File: src/rtl/ubm_pkg.sv
// Purpose: shared constants for the link bus mode controller
// Assumes: block clock 50 MHz
// Notes:   mode codes and data bus field positions
package ubm_pkg;
  typedef enum logic [2:0] {
    UBM_SYNC_IDLE,
    UBM_SYNC_TURN_OUT,
    UBM_SYNC_SEND,
    UBM_SYNC_TURN_IN,
    UBM_LOW_POWER,
    UBM_SERIAL6,
    UBM_WAKE_TURN,
    UBM_WAKE_STATUS
  } ubm_state_t;

  localparam int          CLK_MHZ          = 50;
  localparam int          DATA_W           = 8;
  localparam int          FIFO_DEPTH       = 32;
  localparam logic        SUSPEND_RESET    = 1'b1;
  localparam logic        SERIAL6_RESET    = 1'b0;
  localparam logic        KEEPCLK_RESET    = 1'b0;
  localparam int          LP_LS0_BIT       = 0;
  localparam int          LP_LS1_BIT       = 1;
  localparam int          INT_BIT          = 3;
  localparam int          S6_TXEN_BIT      = 0;
  localparam int          S6_TXDAT_BIT     = 1;
  localparam int          S6_TXSE0_BIT     = 2;
  localparam int          S6_RXDP_BIT      = 4;
  localparam int          S6_RXDM_BIT      = 5;
  localparam int          S6_RXDIF_BIT     = 6;
  localparam logic [7:0]  DATA_IDLE        = 8'h00;
  localparam logic [7:0]  DATA_OE_NONE     = 8'hFF;
  localparam logic [7:0]  DATA_OE_ALL      = 8'h00;
  localparam logic [7:0]  DATA_OE_LP       = 8'h00;
  localparam logic [7:0]  DATA_OE_S6       = 8'h07;
endpackage

File: src/rtl/ubm_ctrl.sv
// Purpose: device-side bus mode control of a low pin count transceiver link
// Assumes: link clock and stop pin sampled by clock_i through three flops
// Notes:   synchronous steps advance on sampled rising link clock edges
`timescale 1ns/1ps
`default_nettype none
module ubm_ctrl #(
  parameter int WIDTH = ubm_pkg::DATA_W,
  parameter int DEPTH = ubm_pkg::FIFO_DEPTH
) (
  input  wire logic             clock_i,
  input  wire logic             reset_n_i,
  input  wire logic             link_clock_i,
  input  wire logic             stop_i,
  input  wire logic [WIDTH-1:0] data_in_i,
  output var  logic [WIDTH-1:0] data_out_o,
  output var  logic [WIDTH-1:0] data_oe_n_o,
  output var  logic             direction_o,
  output var  logic             next_o,
  output var  logic             clock_enable_o,
  input  wire logic             suspend_write_i,
  input  wire logic             active_low_suspend_bit_i,
  input  wire logic             serial_write_i,
  input  wire logic             six_wire_serial_select_i,
  input  wire logic             keep_clock_running_bit_i,
  input  wire logic             ddr4_mode_i,
  output var  logic             active_low_suspend_bit_o,
  output var  logic             six_wire_serial_select_o,
  input  wire logic [WIDTH-1:0] rx_data_i,
  input  wire logic             rx_valid_i,
  output var  logic             rx_ready_o,
  input  wire logic [WIDTH-1:0] rx_status_i,
  input  wire logic             status_req_i,
  input  wire logic [WIDTH-1:0] read_data_i,
  input  wire logic             read_req_i,
  output var  logic             read_done_o,
  input  wire logic             tx_ready_i,
  output var  logic [WIDTH-1:0] tx_data_o,
  output var  logic             tx_valid_o,
  input  wire logic [1:0]       line_state_i,
  input  wire logic             int_event_i,
  input  wire logic             int_pending_i,
  input  wire logic             rx_dp_i,
  input  wire logic             rx_dm_i,
  input  wire logic             rx_diff_i,
  output var  logic             s6_tx_enable_o,
  output var  logic             s6_tx_data_o,
  output var  logic             s6_tx_se0_o
);
  initial
  begin
    if (WIDTH != 8)
      $error("data bus must be 8 bits");
  end

  ubm_pkg::ubm_state_t state;
  ubm_pkg::ubm_state_t next_state;
  logic [2:0]       lclk_sync;
  logic [2:0]       stop_sync;
  logic             lclk_level;
  logic             stop_level;
  logic             tick;
  logic             int_latch;
  logic             after_wake;
  logic [WIDTH-1:0] fifo_data;
  logic             fifo_valid;
  logic             fifo_pop;
  logic             ifc_idle;
  logic [2:0]       s6_sync [3];
  logic [2:0]       s6_level;

  // three-stage sampling of outside signals; a change counts when 2 and 3 agree
  always_ff @(posedge clock_i or negedge reset_n_i)
  begin
    if (!reset_n_i)
    begin
      lclk_sync  <= '0;
      stop_sync  <= '0;
      lclk_level <= 1'b0;
      stop_level <= 1'b0;
    end
    else
    begin
      lclk_sync <= {lclk_sync[1:0], link_clock_i};
      stop_sync <= {stop_sync[1:0], stop_i};
      if (lclk_sync[1] == lclk_sync[2])
        lclk_level <= lclk_sync[2];
      if (stop_sync[1] == stop_sync[2])
        stop_level <= stop_sync[2];
    end
  end

  assign tick = (lclk_sync[1] == lclk_sync[2]) && lclk_sync[2] && !lclk_level;

  // three-stage sampling of the six-wire transmit pins, bitwise agreement
  always_ff @(posedge clock_i or negedge reset_n_i)
  begin
    if (!reset_n_i)
    begin
      s6_sync[0] <= '0;
      s6_sync[1] <= '0;
      s6_sync[2] <= '0;
      s6_level   <= '0;
    end
    else
    begin
      s6_sync[0] <= data_in_i[2:0];
      s6_sync[1] <= s6_sync[0];
      s6_sync[2] <= s6_sync[1];
      s6_level   <= (s6_sync[1] & s6_sync[2]) | (s6_level & (s6_sync[1] | s6_sync[2]));
    end
  end

  ubm_fifo #(
    .WIDTH (WIDTH),
    .DEPTH (DEPTH)
  ) u_rx_fifo (
    .clock_i     (clock_i),
    .reset_n_i   (reset_n_i),
    .in_data_i   (rx_data_i),
    .in_valid_i  (rx_valid_i),
    .in_ready_o  (rx_ready_o),
    .out_data_o  (fifo_data),
    .out_valid_o (fifo_valid),
    .out_ready_i (fifo_pop)
  );

  assign ifc_idle = !fifo_valid && !status_req_i && !read_req_i;

  // mode sequencing
  always_comb
  begin
    next_state = state;
    case (state)
      ubm_pkg::UBM_SYNC_IDLE:
        if (!active_low_suspend_bit_o && ifc_idle)
          next_state = ubm_pkg::UBM_SYNC_TURN_OUT;
        else if (six_wire_serial_select_o && ifc_idle)
          next_state = ubm_pkg::UBM_SYNC_TURN_OUT;
        else if (fifo_valid || status_req_i || read_req_i)
          next_state = ubm_pkg::UBM_SYNC_TURN_OUT;
      ubm_pkg::UBM_SYNC_TURN_OUT:
        if (!active_low_suspend_bit_o && ifc_idle)
          next_state = ubm_pkg::UBM_LOW_POWER;
        else if (six_wire_serial_select_o && ifc_idle)
          next_state = ubm_pkg::UBM_SERIAL6;
        else
          next_state = ubm_pkg::UBM_SYNC_SEND;
      ubm_pkg::UBM_SYNC_SEND:
        if (stop_level || (!fifo_valid && !read_req_i && !status_req_i))
          next_state = ubm_pkg::UBM_SYNC_TURN_IN;
      ubm_pkg::UBM_SYNC_TURN_IN:
        next_state = ubm_pkg::UBM_SYNC_IDLE;
      ubm_pkg::UBM_LOW_POWER,
      ubm_pkg::UBM_SERIAL6:
        if (stop_level)
          next_state = ubm_pkg::UBM_WAKE_TURN;
      ubm_pkg::UBM_WAKE_TURN:
        if (!stop_level)
          next_state = (after_wake && int_pending_i) ? ubm_pkg::UBM_WAKE_STATUS
                                                     : ubm_pkg::UBM_SYNC_TURN_IN;
      ubm_pkg::UBM_WAKE_STATUS:
        next_state = ubm_pkg::UBM_SYNC_TURN_IN;
      default:
        next_state = ubm_pkg::UBM_SYNC_IDLE;
    endcase
  end

  always_ff @(posedge clock_i or negedge reset_n_i)
  begin
    if (!reset_n_i)
      state <= ubm_pkg::UBM_SYNC_IDLE;
    else if (tick)
      state <= next_state;
  end

  // mode control bits, wake restores defaults
  always_ff @(posedge clock_i or negedge reset_n_i)
  begin
    if (!reset_n_i)
    begin
      active_low_suspend_bit_o <= ubm_pkg::SUSPEND_RESET;
      six_wire_serial_select_o <= ubm_pkg::SERIAL6_RESET;
    end
    else if (tick && state == ubm_pkg::UBM_WAKE_TURN && !stop_level)
    begin
      active_low_suspend_bit_o <= 1'b1;
      six_wire_serial_select_o <= 1'b0;
    end
    else
    begin
      if (suspend_write_i)
        active_low_suspend_bit_o <= active_low_suspend_bit_i;
      if (serial_write_i)
        six_wire_serial_select_o <= six_wire_serial_select_i && !ddr4_mode_i;
    end
  end

  // interrupt latch and wake memory
  always_ff @(posedge clock_i or negedge reset_n_i)
  begin
    if (!reset_n_i)
    begin
      int_latch  <= 1'b0;
      after_wake <= 1'b0;
    end
    else
    begin
      if (state == ubm_pkg::UBM_LOW_POWER || state == ubm_pkg::UBM_SERIAL6)
      begin
        if (int_event_i)
          int_latch <= 1'b1;
        after_wake <= 1'b1;
      end
      else if (tick && state == ubm_pkg::UBM_SYNC_TURN_IN)
      begin
        int_latch  <= 1'b0;
        after_wake <= 1'b0;
      end
    end
  end

  assign fifo_pop = tick && state == ubm_pkg::UBM_SYNC_SEND && !read_req_i && fifo_valid;

  // direction, next and data bus
  always_ff @(posedge clock_i or negedge reset_n_i)
  begin
    if (!reset_n_i)
    begin
      direction_o    <= 1'b0;
      next_o         <= 1'b0;
      data_out_o     <= ubm_pkg::DATA_IDLE;
      data_oe_n_o    <= ubm_pkg::DATA_OE_NONE;
      read_done_o    <= 1'b0;
      tx_data_o      <= '0;
      tx_valid_o     <= 1'b0;
      clock_enable_o <= 1'b1;
    end
    else
    begin
      read_done_o    <= 1'b0;
      tx_valid_o     <= 1'b0;
      next_o         <= 1'b0;
      data_oe_n_o    <= ubm_pkg::DATA_OE_NONE;
      data_out_o     <= ubm_pkg::DATA_IDLE;
      clock_enable_o <= 1'b1;
      direction_o    <= state != ubm_pkg::UBM_SYNC_IDLE &&
                        state != ubm_pkg::UBM_SYNC_TURN_IN;
      case (state)
        ubm_pkg::UBM_SYNC_IDLE:
        begin
          // link bytes accepted one per link clock with next high
          next_o <= tx_ready_i && data_in_i != ubm_pkg::DATA_IDLE;
          if (tick && next_o && !stop_level)
          begin
            tx_data_o  <= data_in_i;
            tx_valid_o <= 1'b1;
          end
        end
        ubm_pkg::UBM_SYNC_SEND:
        begin
          data_oe_n_o <= ubm_pkg::DATA_OE_ALL;
          if (read_req_i)
          begin
            data_out_o  <= read_data_i;
            read_done_o <= tick;
          end
          else if (fifo_valid)
          begin
            data_out_o <= fifo_data;
            next_o     <= 1'b1;
          end
          else
            data_out_o <= rx_status_i;
        end
        ubm_pkg::UBM_WAKE_STATUS:
        begin
          data_oe_n_o <= ubm_pkg::DATA_OE_ALL;
          data_out_o  <= rx_status_i;
        end
        ubm_pkg::UBM_LOW_POWER:
        begin
          data_oe_n_o                      <= ubm_pkg::DATA_OE_LP;
          data_out_o[ubm_pkg::LP_LS0_BIT]  <= line_state_i[0];
          data_out_o[ubm_pkg::LP_LS1_BIT]  <= line_state_i[1];
          data_out_o[ubm_pkg::INT_BIT]     <= int_latch || int_event_i;
          clock_enable_o                   <= keep_clock_running_bit_i;
        end
        ubm_pkg::UBM_SERIAL6:
        begin
          data_oe_n_o                      <= ubm_pkg::DATA_OE_S6;
          data_out_o[ubm_pkg::INT_BIT]     <= int_latch || int_event_i;
          data_out_o[ubm_pkg::S6_RXDP_BIT] <= rx_dp_i;
          data_out_o[ubm_pkg::S6_RXDM_BIT] <= rx_dm_i;
          data_out_o[ubm_pkg::S6_RXDIF_BIT] <= rx_diff_i;
          clock_enable_o                   <= keep_clock_running_bit_i;
        end
        default:
        begin
        end
      endcase
    end
  end

  // six-wire transmit controls taken from the link's pins
  always_ff @(posedge clock_i or negedge reset_n_i)
  begin
    if (!reset_n_i)
    begin
      s6_tx_enable_o <= 1'b0;
      s6_tx_data_o   <= 1'b0;
      s6_tx_se0_o    <= 1'b0;
    end
    else if (state == ubm_pkg::UBM_SERIAL6)
    begin
      s6_tx_enable_o <= s6_level[ubm_pkg::S6_TXEN_BIT];
      s6_tx_data_o   <= s6_level[ubm_pkg::S6_TXDAT_BIT];
      s6_tx_se0_o    <= s6_level[ubm_pkg::S6_TXSE0_BIT];
    end
    else
    begin
      s6_tx_enable_o <= 1'b0;
      s6_tx_data_o   <= 1'b0;
      s6_tx_se0_o    <= 1'b0;
    end
  end
endmodule
`default_nettype wire

File: src/rtl/ubm_fifo.sv
// Purpose: receive byte buffer with valid/ready on both sides
// Assumes: one clock domain
// Notes:   depth must be a power of two
`timescale 1ns/1ps
`default_nettype none
module ubm_fifo #(
  parameter int WIDTH = 8,
  parameter int DEPTH = 32
) (
  input  wire logic             clock_i,
  input  wire logic             reset_n_i,
  input  wire logic [WIDTH-1:0] in_data_i,
  input  wire logic             in_valid_i,
  output var  logic             in_ready_o,
  output var  logic [WIDTH-1:0] out_data_o,
  output var  logic             out_valid_o,
  input  wire logic             out_ready_i
);
  localparam int AW = $clog2(DEPTH);

  initial
  begin
    if (DEPTH < 2 || (1 << AW) != DEPTH || WIDTH < 1)
      $error("fifo depth must be a power of two of at least 2");
  end

  logic [WIDTH-1:0] mem [DEPTH];
  logic [AW:0]      wr_ptr;
  logic [AW:0]      rd_ptr;
  logic             push;
  logic             pop;

  assign push        = in_valid_i && in_ready_o;
  assign pop         = out_valid_o && out_ready_i;
  assign in_ready_o  = (wr_ptr - rd_ptr) != (AW+1)'(DEPTH);
  assign out_valid_o = wr_ptr != rd_ptr;
  assign out_data_o  = mem[rd_ptr[AW-1:0]];

  always_ff @(posedge clock_i)
  begin
    if (push)
      mem[wr_ptr[AW-1:0]] <= in_data_i;
  end

  always_ff @(posedge clock_i or negedge reset_n_i)
  begin
    if (!reset_n_i)
    begin
      wr_ptr <= '0;
      rd_ptr <= '0;
    end
    else
    begin
      if (push)
        wr_ptr <= wr_ptr + 1'b1;
      if (pop)
        rd_ptr <= rd_ptr + 1'b1;
    end
  end
endmodule
`default_nettype wire

File: config.mk
export PLATFORM = sky130hd
export DESIGN_NAME = ubm_ctrl
export DESIGN_NICKNAME = d
export VERILOG_FILES = /design/src/rtl/ubm_pkg.sv /design/src/rtl/ubm_ctrl.sv /design/src/rtl/ubm_fifo.sv
export SDC_FILE = /design/constraint.sdc
export NUM_CORES = 1
export LEC_CHECK = 0
export BUFFER_PORTS_ARGS = -buffer_cell sky130_fd_sc_hd__buf_2
export CORE_MARGIN = 1
export CORE_UTILIZATION = 54
export DETAILED_ROUTE_END_ITERATION = 7
export PLACE_DENSITY_LB_ADDON = 0.05
export SYNTH_ARGS = -nofsm -noshare
export SYNTH_HDL_FRONTEND = slang
export SYNTH_SLANG_ARGS = --single-unit
File: constraint.sdc
create_clock -name clock_i -period 3.6 [get_ports clock_i]
set_input_delay 0.72 -clock clock_i [delete_from_list [all_inputs] [get_ports clock_i]]
set_output_delay 0.72 -clock clock_i [all_outputs]
set_load 0.02 [all_outputs]
Yosys cells after proc, flatten, opt, wreduce, memory -nomap -nowiden
Memory sizes are Yosys's and may differ from the RTL's.
Cells that the tools add are included.
- register bits: 71
- bits in writable memories: 256
- logic and storage cells: 135
- memories kept: 1
- memories (name ; depth ; width ; rd ports ; clocked after memory_dff ; write ports ; line ; RTL):
    u_rx_fifo.mem ; 32 ; 8 ; 1 ; 0 ; 1 ; ubm_fifo.sv:27 ; logic [WIDTH-1:0] mem [DEPTH];
- $add $sub $neg: 3
- eq/ne operators: 17
- mux-type cells: 39
- bitwise logic cells: 4
- reduce and logical (&&, ||, !) cells: 45
- operator list (kind ; count):
    $mux W3 ; 9
    $logic_and A1 B1 Y1 ; 22
    $pmux W3 S7 ; 1
    $mux W1 ; 20
    $mux W8 ; 2
    $pmux W8 S2 ; 1
    $add A6 B1 Y6 const B ; 2
    $eq A3 B3 Y1 const B ; 4
    $pmux W3 S3 ; 1
    $reduce_bool A8 Y1 ; 1
    $logic_not A1 Y1 ; 7
    $and A3 B3 Y3 ; 2
    $eq A3 B2 Y1 const B ; 2
    $ne A2 B2 Y1 const B ; 3
    $ne A6 B6 Y1 ; 1
    $ne A6 B6 Y1 const B ; 1
    $or A3 B3 Y3 ; 2
    $pmux W1 S2 ; 3
    $pmux W2 S3 ; 1
    $reduce_bool A2 Y1 ; 3
    $sub A6 B6 Y6 ; 1
    $logic_or A1 B1 Y1 ; 5
    $reduce_and A5 Y1 ; 1
    $ne A4 B4 Y1 const B ; 1
    10 further kinds ; 12

Depth between registers and ports, before layout
Gate-level depths: netlist (run 1).
- word-level depth: 8
- gate-level depth with buffers: 13
- mapped depth without buffers: 9

Hierarchy
Synthesis (run 1) repeated with hierarchy kept, for this count alone.
- cells, all modules: 671
- area, all modules: 12862.3 um2
- modules (own cells, without submodules) (module ; times used ; cells an instance ; area each (um2)):
    ubm_fifo ; 1 ; 506 ; 10709.0
    ubm_ctrl ; 1 ; 165 ; 2153.3

Worst setup path after synthesis (run 1)
No wires, ideal clock.
- path kind: reg2reg
- start point: register u_rx_fifo.rd_ptr[1]
- end point: memory u_rx_fifo.mem[27][0] (enable)
- data arrival time: 2.947 ns
- required time: 3.217 ns
- slack: 0.270 ns
- stages on the path, launching flop included: 13
- buffers on the path: 3
- clock period less this slack: 3.330 ns
- cells stage by stage: dfrtp_1 > buf_2 > buf_2 > buf_2 > inv_1 > ha_1 > nor2b_1 > o221ai_1 > a21oi_1 > xnor2_1 > a21boi_2 > nand2_1 > nor3_1
- cells in the longest elaborated chain, start to end: 5
- ends and longest elaborated chain (element ; line ; RTL):
    start, declared ; ubm_fifo.sv:29 ; logic [AW:0] rd_ptr;
    start signal, assigned ; ubm_fifo.sv:57 ; rd_ptr <= rd_ptr + 1'b1;
    $sub A6 B6 Y6 ; ubm_fifo.sv:35 ; assign in_ready_o = (wr_ptr - rd_ptr) != (AW+1)'(DEPTH);
    $ne A6 B6 Y1 ; ubm_fifo.sv:35 ;
    $logic_and A1 B1 Y1 ; ubm_fifo.sv:33 ; assign push = in_valid_i && in_ready_o;
    $mux W1 ; ubm_fifo.sv:41 ; if (push)
    $mux W1 (implied by the code) ; ubm_fifo.sv:42 ; mem[wr_ptr[AW-1:0]] <= in_data_i;
    end, declared ; ubm_fifo.sv:27 ;
No other way between the ends.

Worst setup path in the final report (run 1)
- start point: register u_rx_fifo.rd_ptr[4]
- end point: output rx_ready_o
- cells in the longest elaborated chain, start to end: 2
- ends and longest elaborated chain (element ; line ; RTL):
    $sub A6 B6 Y6 ; ubm_fifo.sv:35 ;
    $ne A6 B6 Y1 ; ubm_fifo.sv:35 ;
    end, declared ; ubm_ctrl.sv:30 ; output var logic rx_ready_o,
No other way between the ends.

==> results.cfg, run 1 <==
[global_route]
grt_pass1_wl_um = 41400
grt.overflow.total = 0
grt_max_degree = 68
grt_pass1_vias = 6784
track_usage_pct = 23.4
antenna_found_initial = 0

[sta]
tns_ns = 0
clock.fmax_mhz = 301
slew_viol_final = 0
rsz0062_at_grt = no
timing.hold.ws_ns = 0.335
post-route-period-util_pct = 92.3
hold_violations = 0
worst_slew_pin_slew_ns = 0.948
fin_crit_ns = 3.32
relSlewSlack_pct = 36.8
setup_slack_ns = 0.278
skew_ns = 0.0142
setup_viol = 0

[drt]
drtAntennaViolNets = 0
vias = 6811
remaining_drc_errors = 0
wl_per_cell_um = 24.2
drtPass1Iterations = 5
drtIter0Drc = 604
vias_per_cell = 5.98
wirelength_um = 27500

[cts]
clock_path_buffers = 3
clk_latency_ns = 0.50
htreeDepth = 2
cts_tree = done
cts_inserted_buffers = 35
holdBufCountCts = 0
cts.reportedPaths.clkPinSlew_ns = 0.06
cts_setup_buffers = 0
clockRootBuffer = clkbuf_16
cts-resized-gates = 0
clock_sinks = 321

[critical_path]
cp_data_required_time_ns = 2.88
crit_arrival_ns = 2.60
startpoint_type = register
cp_max_fo = 9
crit_type = register to output pin
critPathCaptureType = output pin

[synthesis]
synthesis.nets = 771
yosys.area.top_type = edfxtp_1
ys_types = 58
yosys_warnings = 0
synthArstFlopShare_pct = 20.2
ys.flop_type = edfxtp_1
ys_top_cells_by_count = edfxtp_1, mux4_2, nand2_1, dfrtp_1, and3_1
yosysMostFrequentCell = edfxtp_1
synth.avg_cell_area_um2 = 18.3
synth_top_area_share_pct = 59.5
synth_edf_count = 256
synth_area_mm2 = 0.0129
ys_top_cells_by_area = edfxtp_1, mux4_2, dfrtp_1
ys_ff_latch = 321
syn_inst = 707
ys_seq_area_share_pct = 72.1

[cells_and_area]
num_antenna_cells = 0
syn2layout_area_growth_pct = 14.4
final_nets = 863
fin_util_pct = 62.9
drive_gt1_share_pct = 29.4

[floorplanning]
dieHeight_um = 157
die_w_um = 157
coreArea_mm2 = 0.0235
start_util_pct = 55.0
num_rows = 56
die_area_mm2 = 0.0245
io_pins = 88

[power_and_ir_drop]
ir_worst_vdd_uv = 393
p_leak_nw = 5.30
power_density_mw_per_mm2 = 770

[placed_design]
pre_cts_slack_ns = 0.818
port_buffers = 87
dp_hpwl_um = 18100
finalWeightedCongestion = 0.898

[run]
maxCapViolCount = 0

[status]
outcome = completed

[hold_path]
min_path_type = input port to register
-- final cells by class --
cell class              instances  area, µm²
inverters                      11       41.3
fillers                      1651       8700
repair buffers                 96        515
clock buffers                  43        948
clock inverters                15        206
well taps                     319        399
multi-input cells             334       3340
flip-flops and latches        321       9320
-- cells by family (layout without fill, tap and decap cells) --
kind of cell	after synthesis	count (layout)	synth area share, %
XOR/XNOR	15	15	1.02
AND/OR/NAND/NOR	162	162	6.48
AO/OA/AOI/OAI	60	60	3.15
multiplexers	82	82	13.8
adder cells (fa/ha/maj)	15	15	1.38
buffers and inverters	52	165	2.01
flip-flops	321	321	72.1
-- per-stage QoR --
stage | std cells | total power [W] | area [µm²]
2_1_floorplan | 707 | 0.00694 | 12900
3_3_place_gp | 1081 | 0.00786 | 13600
3_5_place_dp | 1081 | 0.00789 | 13600
4_1_cts | 1139 | 0.0115 | 14800
5_1_grt | 1139 | 0.0118 | 14800
6_report | 1139 | 0.0114 | 14800
-- layer usage --
| layer | part of all wire, % | routed length [µm] | GRT usage, % |
|---|---|---|---|
| met5 | 0 | 0 | 0 |
| met4 | 1.8 | 496 | 5.93 |
| met3 | 6.3 | 1740 | 3.68 |
| met2 | 48 | 13200 | 36.9 |
| met1 | 44 | 12100 | 34.5 |
-- final timing paths --
| path | start | to | slack (ns) | depth (start not counted) |
|---|---|---|---|---|
| max | u_rx_fifo.rd_ptr[4] | rx_ready_o | 0.28 | 7 |
| min | link_clock_i | lclk_sync[0] | 0.34 | 1 |
| max reg2reg | u_rx_fifo.wr_ptr[2] | u_rx_fifo.mem[17][0] | 0.75 | 8 |
| min reg2reg | s6_sync[7] | s6_sync[4] | 0.35 | 0 |
| max in group asynchronous | reset_n_i | clock_enable_o | 2.46 | 2 |
| min in group asynchronous | reset_n_i | stop_level | 0.35 | 1 |
-- report_power, final --
group / total, W / internal, W / switching [W]
combinational: 0.00315 / 0.00135 / 0.00179
clock: 0.00358 / 0.00222 / 0.00135
sequential: 0.00466 / 0.00440 / 0.000254
-- worst max-delay path: stages (launching register included) --
cell      delay, ns
dfrtp_1        0.50
inv_1          0.16
ha_1           0.38
nor3_1         0.23
o21ai_1        0.09
a211oi_1       0.36
nand2_1        0.18
buf_2          0.20
-- layout by cell type (no fill, tap or decap), drive strengths merged, types with 3 or more instances in the layout --
| master | Yosys | final |
|---|---|---|
| edfxtp | 256 | 256 |
| buf | 20 | 96 |
| mux4 | 77 | 77 |
| nand2 | 66 | 66 |
| dfrtp | 61 | 61 |
| clkbuf | 21 | 43 |
| and3 | 36 | 36 |
| nor2 | 15 | 15 |
| a21oi | 14 | 14 |
| xnor2 | 12 | 12 |
| o21ai | 12 | 12 |
| inv | 11 | 12 |
| ha | 11 | 11 |
| a22oi | 8 | 8 |
| clkinv | 0 | 8 |
| nand4 | 7 | 7 |
| nor3 | 7 | 7 |
| nand3 | 6 | 6 |
| nor3b | 5 | 5 |
| o211ai | 5 | 5 |
| bufinv | 0 | 5 |
| nor2b | 4 | 4 |
| o22ai | 4 | 4 |
| mux2i | 4 | 4 |
| maj3 | 4 | 4 |
| dfstp | 4 | 4 |
| xor2 | 3 | 3 |
| nor4 | 3 | 3 |
-- sequential cells by signal (all words and copies together) (netlist names), 2 cells and up --
register / cells
data_out_o: 8
s6_sync: 9
data_oe_n_o: 2
state: 3
u_rx_fifo.wr_ptr: 6
u_rx_fifo.mem: 256
s6_level: 3
lclk_sync: 3
u_rx_fifo.rd_ptr: 6
stop_sync: 3
tx_data_o: 8
(Power assumes the default switching activity.)
==> run 2: changes to the inputs <==
--- a/config.mk
+++ b/config.mk
@@ -7,7 +7,7 @@
 export LEC_CHECK = 0
 export BUFFER_PORTS_ARGS = -buffer_cell sky130_fd_sc_hd__buf_2
 export CORE_MARGIN = 1
-export CORE_UTILIZATION = 54
+export CORE_UTILIZATION = 29
 export DETAILED_ROUTE_END_ITERATION = 7
 export PLACE_DENSITY_LB_ADDON = 0.05
 export SYNTH_ARGS = -nofsm -noshare
==> run 2 against run 1 <==
Compared with the run above:
- cell area increased by 3.1%
- maximum frequency decreased by 0.73%
- flip-flop and latch count unchanged
- die area increased by 85%
- final cell count increased by 24%
- power increased by 3.6%
- sequential share of layout area decreased by 1.9 points
- worst setup slack got worse by 0.024 ns
- clock skew increased by 0.010 ns
- wire length increased by 20%
- register-to-register slack got worse by 0.08 ns
==> results.cfg, run 2 (synthesis gave the netlist of run 1 again) <==
[status]
outcome = completed

[cells_and_area]
instances_no_fill = 1418
final_cell_mix = edfxtp_1, buf_2, mux4_2
fin_util_pct = 35.0
syn2layout_area_growth_pct = 17.9
design_area_mm2 = 0.0152
final_nets = 868
layout_commonest_cell = edfxtp_1
num_antenna_cells = 0
largest_reg_flops = 256
drive_gt1_share_pct = 29.9

[sta]
post-route-period-util_pct = 93.0
timing.hold.ws_ns = 0.224
setup_viol = 0
skew_ns = 0.0241
worst_slew_pin_slew_ns = 0.794
fin_crit_ns = 3.35
clock.fmax_mhz = 299
slew_viol_final = 0
hold_violations = 0
relSlewSlack_pct = 47.1
tns_ns = 0
rsz0062_at_grt = no

[critical_path]
cp_max_fo = 9
reg2reg_to = u_rx_fifo.mem[27][7]
critPathSlowestCell = dfrtp_1
critPathMaxStageDelay_ns = 0.48
startpoint_type = register
crit_end = rx_ready_o
crit_arrival_ns = 2.63
crit_chain = inv_1 -> ha_1 -> nor3_1 -> o21ai_1 -> a211oi_1 -> nand2_1 -> buf_2
crit_type = register to output pin
worstRegToRegCells = 11
cp_data_required_time_ns = 2.88
rrSetupSlack_ns = 0.67
worstSetupStartpoint = u_rx_fifo.rd_ptr[4]
critPathCaptureType = output pin
worstReg2RegStart = u_rx_fifo.rd_ptr[2]

[power_and_ir_drop]
p_leak_nw = 5.37
power_density_mw_per_mm2 = 774
ir_worst_vdd_uv = 486

[placed_design]
placed_area_mm2 = 0.0140
place_inst = 1349
dp_hpwl_um = 21900
finalWeightedCongestion = 0.842
port_buffers = 87

[cts]
cts_tree = done
htreeDepth = 2
cts-resized-gates = 0
clk_latency_ns = 0.56
cts_inserted_buffers = 38
clock_sinks = 321
clock_path_buffers = 3
cts_setup_buffers = 0
cts.reportedPaths.clkPinSlew_ns = 0.06
clockRootBuffer = clkbuf_16
holdBufCountCts = 0

[run]
maxCapViolCount = 0

[drt]
wl_per_cell_um = 23.3
drtPass1Iterations = 4
drtAntennaViolNets = 0
drtIter0Drc = 610
remaining_drc_errors = 0
vias_per_cell = 4.87
vias = 6902
wirelength_um = 33100

[floorplanning]
io_pins = 88
die_w_um = 213
start_util_pct = 29.7
num_rows = 76
die_area_mm2 = 0.0454
coreArea_mm2 = 0.0435
dieHeight_um = 213

[global_route]
track_usage_pct = 15.0
grt.overflow.total = 0
grt_max_degree = 68
grt_pass1_wl_um = 48600
grt_pass1_vias = 7016
antenna_found_initial = 5

[hold_path]
min_path_type = input port to async pin
-- run 2: cell types whose count changed in the layout (fill, tap and decap cells not counted), sizes merged --
cell | before | now
inv | 12 | 13
clkbuf | 43 | 48
clkinv | 8 | 14
clkinvlp | 1 | 0
buf | 96 | 98
-- run 2: area by class of cell --
type	count	area (µm²)
Multi-Input combinational cell	334	3340
Timing Repair Buffer	98	556
Clock inverter	21	248
Clock buffer	48	988
Inverter	11	41.3
Fill cell	4114	28200
Sequential cell	321	9320
Tap cell	585	732
-- run 2: worst max-delay path: cells and delay by family, from the launching register on --
| family | cells | cell delay (ns) |
|---|---|---|
| flops | 1 | 0.48 |
| buf+inv | 2 | 0.36 |
| simple gates | 2 | 0.40 |
| compound gates | 2 | 0.45 |
| fa+ha+maj | 1 | 0.39 |
-- run 2: worst min-delay path by stage --
stage | start | endpoint | slack, ns | cells past startpoint
global placement | stop_sync[0] | stop_sync[1] | 0.33 | 0
finish | reset_n_i | state[1] | 0.22 | 1
global route | reset_n_i | u_rx_fifo.rd_ptr[4] | 0.25 | 1
detailed placement | lclk_sync[0] | lclk_sync[1] | 0.34 | 0
floorplan | lclk_sync[0] | lclk_sync[1] | 0.33 | 0
CTS | reset_n_i | u_rx_fifo.wr_ptr[4] | 0.21 | 1
-- run 2: report_power, final --
part | switching [W] | leakage, nW | total (W) | internal (W)
clock | 0.00151 | 0.608 | 0.00382 | 0.00231
sequential | 0.000207 | 3.10 | 0.00461 | 0.00440
combinational | 0.00197 | 1.66 | 0.00335 | 0.00138
total | 0.00369 | 5.37 | 0.0118 | 0.00810
-- run 2: per-layer routing --
metal / GRT usage [%] / share of wire (%) / vias up
met5: 0 / 0.14 / -
met4: 6.50 / 3.2 / 8
met3: 4.09 / 7.5 / 66
met2: 22.7 / 45 / 292
met1: 20.2 / 44 / 3531
li1: - / - / 3005
-- run 2: through the flow --
step / worst slack (ns) / total power (W)
floorplan: 0.270 / 0.00694
global route: 0.0894 / 0.0124
detailed placement: 0.678 / 0.00811
CTS: 0.233 / 0.0120
finish: 0.253 / 0.0118
global placement: 0.688 / 0.00813
